<file path="config.mk">
export PLATFORM = sky130hd
export DESIGN_NAME = ipcb2_top
export DESIGN_NICKNAME = d
export VERILOG_FILES = /design/src/shared/ipcb2_pkg.sv /design/src/hdl/ipcb2_top.sv /design/src/hdl/ipcb2_pend_bit.sv
export VERILOG_INCLUDE_DIRS = /design/src /design/src/shared
export SDC_FILE = /design/constraint.sdc
export NUM_CORES = 1
export LEC_CHECK = 0
export CAP_MARGIN = 20
export CORE_MARGIN = 3
export CORE_UTILIZATION = 45
export CTS_CLUSTER_DIAMETER = 200
export DETAILED_ROUTE_END_ITERATION = 7
export DONT_BUFFER_PORTS = 1
export MAX_ROUTING_LAYER = met4
export PLACE_DENSITY = 0.57
export SYNTH_ARGS = -nofsm -noshare
export SYNTH_HDL_FRONTEND = slang
export SYNTH_SLANG_ARGS = --single-unit
</file>
<file path="constraint.sdc">
create_clock -name i_sys_clk -period 3.8 [get_ports i_sys_clk]
set_input_delay 0.57 -clock i_sys_clk [delete_from_list [all_inputs] [get_ports i_sys_clk]]
set_output_delay 0.57 -clock i_sys_clk [all_outputs]
set_load 0.05 [all_outputs]
</file>
<file path="src/shared/ipcb2_map.svh">
// Address map, field layout and constants of the pending-clear word
`ifndef IPCB2_MAP_SVH
`define IPCB2_MAP_SVH
`define IPCB2_OFS_PEND_CLR   12'h000
`define IPCB2_OFS_IN_SERVICE 12'h004
`define IPCB2_ADDR_BITS      12
`define IPCB2_IMPL_MASK      32'h0CFF_FFEF
`define IPCB2_PEND_RESET     32'h0000_0000
`define IPCB2_FIRST_IRQ      32
`define IPCB2_HTRANS_NONSEQ  2'h2
`define IPCB2_HTRANS_SEQ     2'h3
`define IPCB2_HRESP_OKAY     1'h0
`define IPCB2_READY_RESET    1'h1
`define IPCB2_WORD_BITS      32
`define IPCB2_FLD_TOP_HI     27
`define IPCB2_FLD_TOP_LO     26
`define IPCB2_FLD_MID_HI     23
`define IPCB2_FLD_MID_LO     5
`define IPCB2_FLD_LOW_HI     3
`define IPCB2_FLD_LOW_LO     0
`endif

</file>
<file path="src/shared/ipcb2_pkg.sv">
// Types shared by the pending-clear word design
package ipcb2_pkg;
   typedef logic [31:0] ipcb2_word_t;
   typedef enum logic [1:0] {
      IPCB2_IDLE  = 2'b01,
      IPCB2_DATA  = 2'b10
   } ipcb2_phase_t;
endpackage

</file>
<file path="src/hdl/ipcb2_top.sv">
// Pending-clear word for interrupts 32..59 behind an AHB-Lite slave
`timescale 1ns/10ps
`include "ipcb2_map.svh"
module ipcb2_top
   import ipcb2_pkg::*;
(
   input  wire logic        i_sys_clk,
   input  wire logic        i_rst_b,
   input  wire logic        i_hsel,
   input  wire logic [31:0] i_haddr,
   input  wire logic [1:0]  i_htrans,
   input  wire logic        i_hwrite,
   input  wire logic [2:0]  i_hsize,
   input  wire logic [31:0] i_hwdata,
   input  wire logic        i_hready,
   output logic [31:0]      o_hrdata,
   output logic             o_hreadyout,
   output logic             o_hresp,
   input  wire logic [31:0] i_irq_set,
   input  wire logic [31:0] i_irq_active,
   output logic [31:0]      o_irq_pending
);
   typedef struct packed {
      ipcb2_phase_t                phase;
      logic                        wr;
      logic [`IPCB2_ADDR_BITS-1:0] addr;
      ipcb2_word_t                 rdata;
      ipcb2_word_t                 pend;
      logic                        ready;
      logic                        resp;
   } ipcb2_state_t;

   ipcb2_state_t                st_q;
   ipcb2_state_t                st_d;
   ipcb2_word_t                 pend_bits;
   ipcb2_word_t                 clr_bits;
   logic                        addr_ok;
   logic                        data_ok;
   logic                        data_wr;
   logic [`IPCB2_ADDR_BITS-1:0] addr_lo;

   // A transfer starts only on an active address phase seen with hready high
   function automatic logic ipcb2_xfer(
      input logic       sel,
      input logic       rdy,
      input logic [1:0] trans
   );
      logic busy;
      busy = (trans == `IPCB2_HTRANS_NONSEQ) || (trans == `IPCB2_HTRANS_SEQ);
      return sel && rdy && busy;
   endfunction

   // Register decode used by both phases
   function automatic logic ipcb2_hit(
      input logic [`IPCB2_ADDR_BITS-1:0] a
   );
      return a == `IPCB2_OFS_PEND_CLR;
   endfunction

   // Read-only view of the in-service lines, for debug
   function automatic logic ipcb2_svc_hit(
      input logic [`IPCB2_ADDR_BITS-1:0] a
   );
      return a == `IPCB2_OFS_IN_SERVICE;
   endfunction

   // Holes in the word never show or take a one
   function automatic ipcb2_word_t ipcb2_impl(
      input ipcb2_word_t w
   );
      return w & `IPCB2_IMPL_MASK;
   endfunction

   // Read data chosen at the address phase; unmapped offsets read zero
   function automatic ipcb2_word_t ipcb2_read_word(
      input logic [`IPCB2_ADDR_BITS-1:0] a,
      input ipcb2_word_t                 pend,
      input ipcb2_word_t                 act
   );
      ipcb2_word_t w;
      w = '0;
      if (ipcb2_hit(a)) begin
         w = ipcb2_impl(pend);
      end else if (ipcb2_svc_hit(a)) begin
         w = ipcb2_impl(act);
      end
      return w;
   endfunction

   assign addr_lo = i_haddr[`IPCB2_ADDR_BITS-1:0];
   assign addr_ok = ipcb2_xfer(i_hsel, i_hready, i_htrans);

   // An unknown phase code is treated as no data phase at all
   always_comb begin
      data_ok = 1'b0;
      unique case (st_q.phase)
         IPCB2_IDLE: begin
            data_ok = 1'b0;
         end
         IPCB2_DATA: begin
            data_ok = 1'b1;
         end
         default: begin
            data_ok = 1'b0;
         end
      endcase
   end

   assign data_wr = data_ok && st_q.wr && ipcb2_hit(st_q.addr);

   always_comb begin
      clr_bits = '0;
      // only ones written in a write data phase clear
      if (data_wr) begin
         clr_bits = ipcb2_impl(i_hwdata);
      end
   end

   // Each implemented bit owns one flag; the service guard sits in the flag
   genvar g;
   generate
      for (g = `IPCB2_FLD_TOP_LO; g <= `IPCB2_FLD_TOP_HI; g++) begin : g_fld_top
         ipcb2_pend_bit u_bit (
            .i_sys_clk    (i_sys_clk),
            .i_rst_b      (i_rst_b),
            .i_set        (i_irq_set[g]),
            .i_clr        (clr_bits[g]),
            .i_in_service (i_irq_active[g]),
            .o_pend       (pend_bits[g])
         );
      end

      for (g = `IPCB2_FLD_MID_LO; g <= `IPCB2_FLD_MID_HI; g++) begin : g_fld_mid
         ipcb2_pend_bit u_bit (
            .i_sys_clk    (i_sys_clk),
            .i_rst_b      (i_rst_b),
            .i_set        (i_irq_set[g]),
            .i_clr        (clr_bits[g]),
            .i_in_service (i_irq_active[g]),
            .o_pend       (pend_bits[g])
         );
      end

      for (g = `IPCB2_FLD_LOW_LO; g <= `IPCB2_FLD_LOW_HI; g++) begin : g_fld_low
         ipcb2_pend_bit u_bit (
            .i_sys_clk    (i_sys_clk),
            .i_rst_b      (i_rst_b),
            .i_set        (i_irq_set[g]),
            .i_clr        (clr_bits[g]),
            .i_in_service (i_irq_active[g]),
            .o_pend       (pend_bits[g])
         );
      end

      // holes carry no flag and read zero
      for (g = 0; g < `IPCB2_WORD_BITS; g++) begin : g_hole
         if (((`IPCB2_IMPL_MASK >> g) & 32'h1) == 32'h0) begin : g_zero
            assign pend_bits[g] = 1'b0;
         end
      end
   endgenerate

   always_comb begin
      st_d       = st_q;
      st_d.pend  = pend_bits;
      st_d.phase = IPCB2_IDLE;
      st_d.rdata = '0;
      st_d.ready = `IPCB2_READY_RESET;
      st_d.resp  = `IPCB2_HRESP_OKAY;
      if (addr_ok) begin
         st_d.phase = IPCB2_DATA;
         st_d.wr    = i_hwrite;
         st_d.addr  = addr_lo;
         // Read data is taken here so hrdata can come from a flop
         if (!i_hwrite) begin
            st_d.rdata = ipcb2_read_word(addr_lo, pend_bits, i_irq_active);
         end
      end
   end

   always_ff @(posedge i_sys_clk) begin
      if (!i_rst_b) begin
         st_q.phase <= IPCB2_IDLE;
         st_q.wr    <= 1'b0;
         st_q.addr  <= '0;
         st_q.rdata <= '0;
         st_q.pend  <= `IPCB2_PEND_RESET;
         st_q.ready <= `IPCB2_READY_RESET;
         st_q.resp  <= `IPCB2_HRESP_OKAY;
      end else begin
         st_q <= st_d;
      end
   end

   // Zero-wait slave; a read right after a write sees the flags before that clear
   assign o_hreadyout   = st_q.ready;
   assign o_hresp       = st_q.resp;
   assign o_hrdata      = st_q.rdata;
   assign o_irq_pending = st_q.pend;
endmodule

</file>
<file path="src/hdl/ipcb2_pend_bit.sv">
// One pending flag: source set, software clear, service guard
`timescale 1ns/10ps
module ipcb2_pend_bit (
   input  wire logic i_sys_clk,
   input  wire logic i_rst_b,
   input  wire logic i_set,
   input  wire logic i_clr,
   input  wire logic i_in_service,
   output logic      o_pend
);
   typedef struct packed {
      logic pend;
   } ipcb2_bit_state_t;

   ipcb2_bit_state_t st_q;
   ipcb2_bit_state_t st_d;

   always_comb begin
      st_d = st_q;
      if (i_clr && !i_in_service) begin
         st_d.pend = 1'b0;
      end
      // Set wins over a clear in the same cycle
      if (i_set) begin
         st_d.pend = 1'b1;
      end
   end

   always_ff @(posedge i_sys_clk) begin
      if (!i_rst_b) begin
         st_q <= '0;
      end else begin
         st_q <= st_d;
      end
   end

   assign o_pend = st_q.pend;
endmodule

</file>
---- Word level (Yosys, flattened, before mapping) ----
Index checks and enable logic that the tools add are counted.
word-level totals
  register bits after elaboration ......... 106
  bits in latches ......................... 0
  memory bits (writable) .................. 0
  memory bits (read-only) ................. 0
  output and inout port bits .............. 66
  word-level logic and storage cells ...... 180
  memories ................................ 0
cells by class
  add/subtract/negate cells ............... 0
  multipliers ............................. 0
  div/mod/pow operators ................... 0
  magnitude comparators ................... 0
  eq/ne operators ......................... 4
  shift operators ......................... 0
  mux-type cells .......................... 56
  bitwise operators ....................... 2
  reductions and logical operators ........ 84
operator list
  operator                                                                 number
  28-bit two-way mux                                                       3
  1-bit two-way mux                                                        51
  2-bit nonzero test                                                       25
  47-bit two-way mux                                                       1
  32-bit two-way mux                                                       1
  1-bit logical AND                                                        29
  1-bit logical NOT                                                        25
  12-bit logical NOT                                                       2
  12-bit by 3-bit equality test with 1-bit output (second input constant)  1
  2-bit equality test (second input constant)                              3
  4-bit OR reduction                                                       1
  3-bit OR reduction                                                       1
  1-bit inverter                                                           2
  1-bit logical OR                                                         1

---- Longest topological paths before layout ----
  depth in word-level cells ............... 8
  gate-level depth with buffers ........... 5
  depth with buffers taken out ............ 3

---- Hierarchy ----
A second synthesis with hierarchy kept.
unflattened totals
  cells, all modules ...................... 432
  area total of the unflattened synthesis .. 4,141.5 um^2
modules (own cells, without submodules)
  module          instances  cells an instance  area each (um^2)  sequential area each (um^2)
  ipcb2_top       1          332                3,109.2           1,301.2
  ipcb2_pend_bit  25         4                  41.3              20.0

---- Worst setup path before layout ----
OpenSTA, ideal clock, no wires.
  kind .................................... input-to-reg
  start point ............................. input port i_haddr[2]
  end point ............................... register st_q (netlist bit o_hrdata[11])
  library setup time ...................... 0.115 ns
  data arrival time ....................... 1.307 ns
  required time ........................... 3.685 ns
  slack ................................... 2.378 ns
  stages on the path ...................... 4
  buffers on the path ..................... 2
  cell sequence ........................... buf_2 -> buf_2 -> mux2i_1 -> nor2_2
between the ends
  cells in the longest elaborated chain, start to end .. 3
  elaborated cells on any way between the ends .. 4
  those cells by class .................... 1 x eq/ne; 2 x mux; 1 x reduce/logical
RTL lines
  item                                                              RTL line          RTL
  from (decl)                                                       ipcb2_top.sv:10   input wire logic [31:0] i_haddr,
  12-bit by 3-bit equality test with 1-bit output (no source line)  n/a
  28-bit two-way mux                                                ipcb2_top.sv:84   end else if (ipcb2_svc_hit(a)) begin
  28-bit two-way mux (*)                                            ipcb2_top.sv:82   if (ipcb2_hit(a)) begin
  to (signal assigned)                                              ipcb2_top.sv:191  st_q <= st_d;
  to (decl)                                                         ipcb2_top.sv:33   ipcb2_state_t st_q;
Every way passes the cells marked *; elsewhere a longest branch is shown, timed or not.
A chain may end at the register's enable or synchronous reset.

---- Final worst setup path ----
  start point ............................. register st_q[78] in the netlist's numbering
  end point ............................... register g_fld_mid[21].u_bit.st_q
between the ends
  cells in the longest elaborated chain, start to end .. 5
RTL lines
  item                                 RTL line              RTL
  1-bit logical AND (2 in a row)       ipcb2_top.sv:109      assign data_wr = data_ok && st_q.wr && ipcb2_hit(st_q.addr);
  28-bit two-way mux                   ipcb2_top.sv:114      if (data_wr) begin
  1-bit logical AND                    ipcb2_pend_bit.sv:20  if (i_clr && !i_in_service) begin
  2-bit nonzero test (no source line)  n/a
  to (signal assigned)                 ipcb2_pend_bit.sv:33  st_q <= st_d;
  to (decl)                            ipcb2_pend_bit.sv:15  ipcb2_bit_state_t st_q;
No other way between the ends.

==> results.py <==
metrics = {
    "run_status": {
        "outcome": "finished clean",
    },
    "synth": {
        "postSynthCellCount": 379,
        "synthXorXnorAreaFrac": 0,
        "synth_top_area_share": 0.490,
        "synth_fa_ha_area_frac": 0,
        "synth-main-ff-cell": "dfxtp_1",
        "synthMuxAreaShare": 0.0680,
        "synth_compound_area_frac": 0.103,
        "synth-edff-count": 0,
        "ys_warn_count": 0,
        "synthTopCellsByCount": "dfxtp_1, buf_4, nor2_1",
        "synthTopCellsByArea": "dfxtp_1, buf_4, mux2i_1",
        "synth_most_common_cell": "dfxtp_1",
        "synth_area_um2": 3680,
        "synth_simple_gate_area_share": 0.175,
        "async_flop_share": 0,
        "synth_top_family_by_area": "simple AND/OR/NAND/NOR gates",
        "seq_area_frac_synth": 0.490,
        "synth-seq-cells": 90,
        "syn_area_per_cell_um2": 9.71,
        "synthDistinctLibCells": 24,
        "synth_top_area_cell": "dfxtp_1",
    },
    "global_routing": {
        "grt.total_usage": 0.154,
        "grt_start_max_net_pins": 65,
        "grt_overflow": 0,
        "antenna_found_initial": 0,
        "grt_pass1_vias": 2116,
        "grt_pass1_wl_um": 10500,
    },
    "clock_tree": {
        "cts_tree": "done",
        "clk_pin_slew_ns": 0.10,
        "post_cts_buffers": 0,
        "cts_buffers": 9,
        "root_buffer": "clkbuf_8",
        "worst_skew_pair.late_latency_ns": 0.34,
        "holdBufCountCts": 0,
        "clock-sinks": 90,
        "cts_resized": 0,
        "cts_buffer_depth": 2,
        "cts_max_level": 3,
    },
    "power_and_ir_drop": {
        "leakagePower_nw": 1.33,
        "vdd_drop_max_mv": 0.170,
        "total_power_w": 0.00175,
        "power_density_nw_per_um2": 504,
    },
    "setup_path": {
        "crit_path_start_kind": "flip-flop",
        "crit_required_ns": 4.02,
        "crit_type": "reg2reg",
        "timing.rr.end": "g_fld_mid[21].u_bit.o_pend",
        "endpoint_kind": "flip-flop",
        "path_max_fanout": 14,
        "startpoint": "st_q[78]",
        "worstRegToRegCells": 4,
        "arrival_ns": 2.00,
        "rr_startpoint": "st_q[78]",
        "crit_end": "g_fld_mid[21].u_bit.o_pend",
        "r2r_setup_slack_ns": 2.02,
    },
    "sta": {
        "setup_viol": 0,
        "setup_slack_ns": 2.02,
        "slew_viol_final": 0,
        "skew_ns": 0.0158,
        "hold_viol": 0,
        "fmax_mhz": 562,
        "finalCritPeriodShare": 0.469,
        "fin_tns_setup_ns": 0,
        "grt_setup_unrepaired": "no",
        "worst_pin_slew_ns": 0.607,
        "fin_crit_ns": 1.78,
        "relSlewSlack": 0.595,
    },
    "layout": {
        "finalInstanceArea_um2": 3460,
        "n_fill_cell": 783,
        "drive_gt1_frac": 0.125,
        "diodes": 0,
        "fin_cells": 429,
        "nets": 460,
        "area_growth_pct": -5.95,
    },
    "floorplan": {
        "die_h_um": 96.4,
        "initial_core_util": 0.469,
        "ioPinCount": 204,
        "die_x_um": 96.4,
        "die-area_um2": 9300,
        "core_region_area_um2": 7850,
        "rows": 32,
    },
    "routing": {
        "finalWirelength_um": 6950,
        "drt_iter0_markers": 52,
        "wire_per_inst_um": 16.2,
        "vias": 2183,
        "ant_nets": 0,
        "dr.pass1.iters": 4,
        "drcViolationCount": 0,
        "vias_per_cell": 5.09,
    },
    "job": {
        "maxCapViolCount": 0,
    },
    "placement": {
        "dpl-instance-area_um2": 3270,
        "hpwlAfterDp_um": 4700,
        "port_buffers": 0,
        "gp_congestion": 0.726,
        "dp_slack_ns": 1.74,
        "dpl.cell_count": 412,
    },
    "worst_hold_path": {
        "hp-class": "in2reg",
    },
}
layer usage:
| layer | track usage | wire length, um |
|---|---|---|
| met4 | 0.0607 | 41 |
| met5 | - | 0 |
| met3 | 0.0542 | 623 |
| met1 | 0.187 | 2970 |
| met2 | 0.235 | 3310 |
cell usage in the layout (no fill, tap or decap), drive strengths merged:
cell / n
nor4: 5
a31oi: 25
inv: 2
nand2: 28
clkinvlp: 1
nor2: 49
nand3: 1
clkinv: 3
and2: 25
o21ai: 25
buf: 1
and3: 1
conb: 16
nor4bb: 1
a21boi: 13
mux2i: 25
nand4: 1
clkbuf: 11
nor3: 2
dfxtp: 90
and4: 2
critical path, stage by stage, from the launching register on:
cell	delay (ns)
dfxtp_1	0.33
nor4bb_1	0.34
and4_1	0.64
buf_8	0.25
a31oi_1	0.10
kinds of logic (layout without fill, tap and decap cells):
logic type / after synthesis / count (layout)
flops: 90 / 90
mux: 25 / 25
other cells: 2 / 16
buf+inv: 84 / 18
simple gates: 115 / 115
compound gates: 63 / 63
flip-flops by register name, summed over array words and instances (netlist names):
register                count
g_fld_low.u_bit.o_pend      4
g_fld_mid.u_bit.o_pend     19
g_fld_top.u_bit.o_pend      2
o_hrdata                   25
o_irq_pending              25
st_q                       15
worst min-delay path by stage:
stage                            start                         end  depth (start not counted)
after detailed placement      st_q[74]                    st_q[74]                          2
after global routing       i_hwdata[6]   g_fld_mid[6].u_bit.o_pend                          1
after floorplan               st_q[78]                    st_q[78]                          2
final                     i_hwdata[10]  g_fld_mid[10].u_bit.o_pend                          1
after CTS                  i_hwdata[6]   g_fld_mid[6].u_bit.o_pend                          1
after global placement        st_q[66]                    st_q[66]                          2
metrics by stage:
stage	utilization	hold slack [ns]
final	0.441	0.308
after global routing	0.441	0.278
after CTS	0.439	0.285
after detailed placement	0.416	0.459
after global placement	0.416	0.451
after floorplan	-	0.439
report_power, final:
group / leakage (nW) / internal [W] / total [W] / switching, W
logic: 0.505 / 0.0000408 / 0.000106 / 0.0000648
clock network: 0.0899 / 0.000260 / 0.000591 / 0.000331
registers: 0.739 / 0.000981 / 0.00105 / 0.0000690
total: 1.33 / 0.00128 / 0.00175 / 0.000465
final cells by class:
type | count | area [um2] | share of cell area
Multi-Input combinational cell | 219 | 1330 | 0.385
Tap cell | 102 | 128 | 0.0369
Timing Repair Buffer | 1 | 15.0 | 0.00434
Inverter | 1 | 3.75 | 0.00108
Clock buffer | 11 | 141 | 0.0409
Clock inverter | 5 | 38.8 | 0.0112
Sequential cell | 90 | 1800 | 0.521
Power figures use the tool's default switching activity.
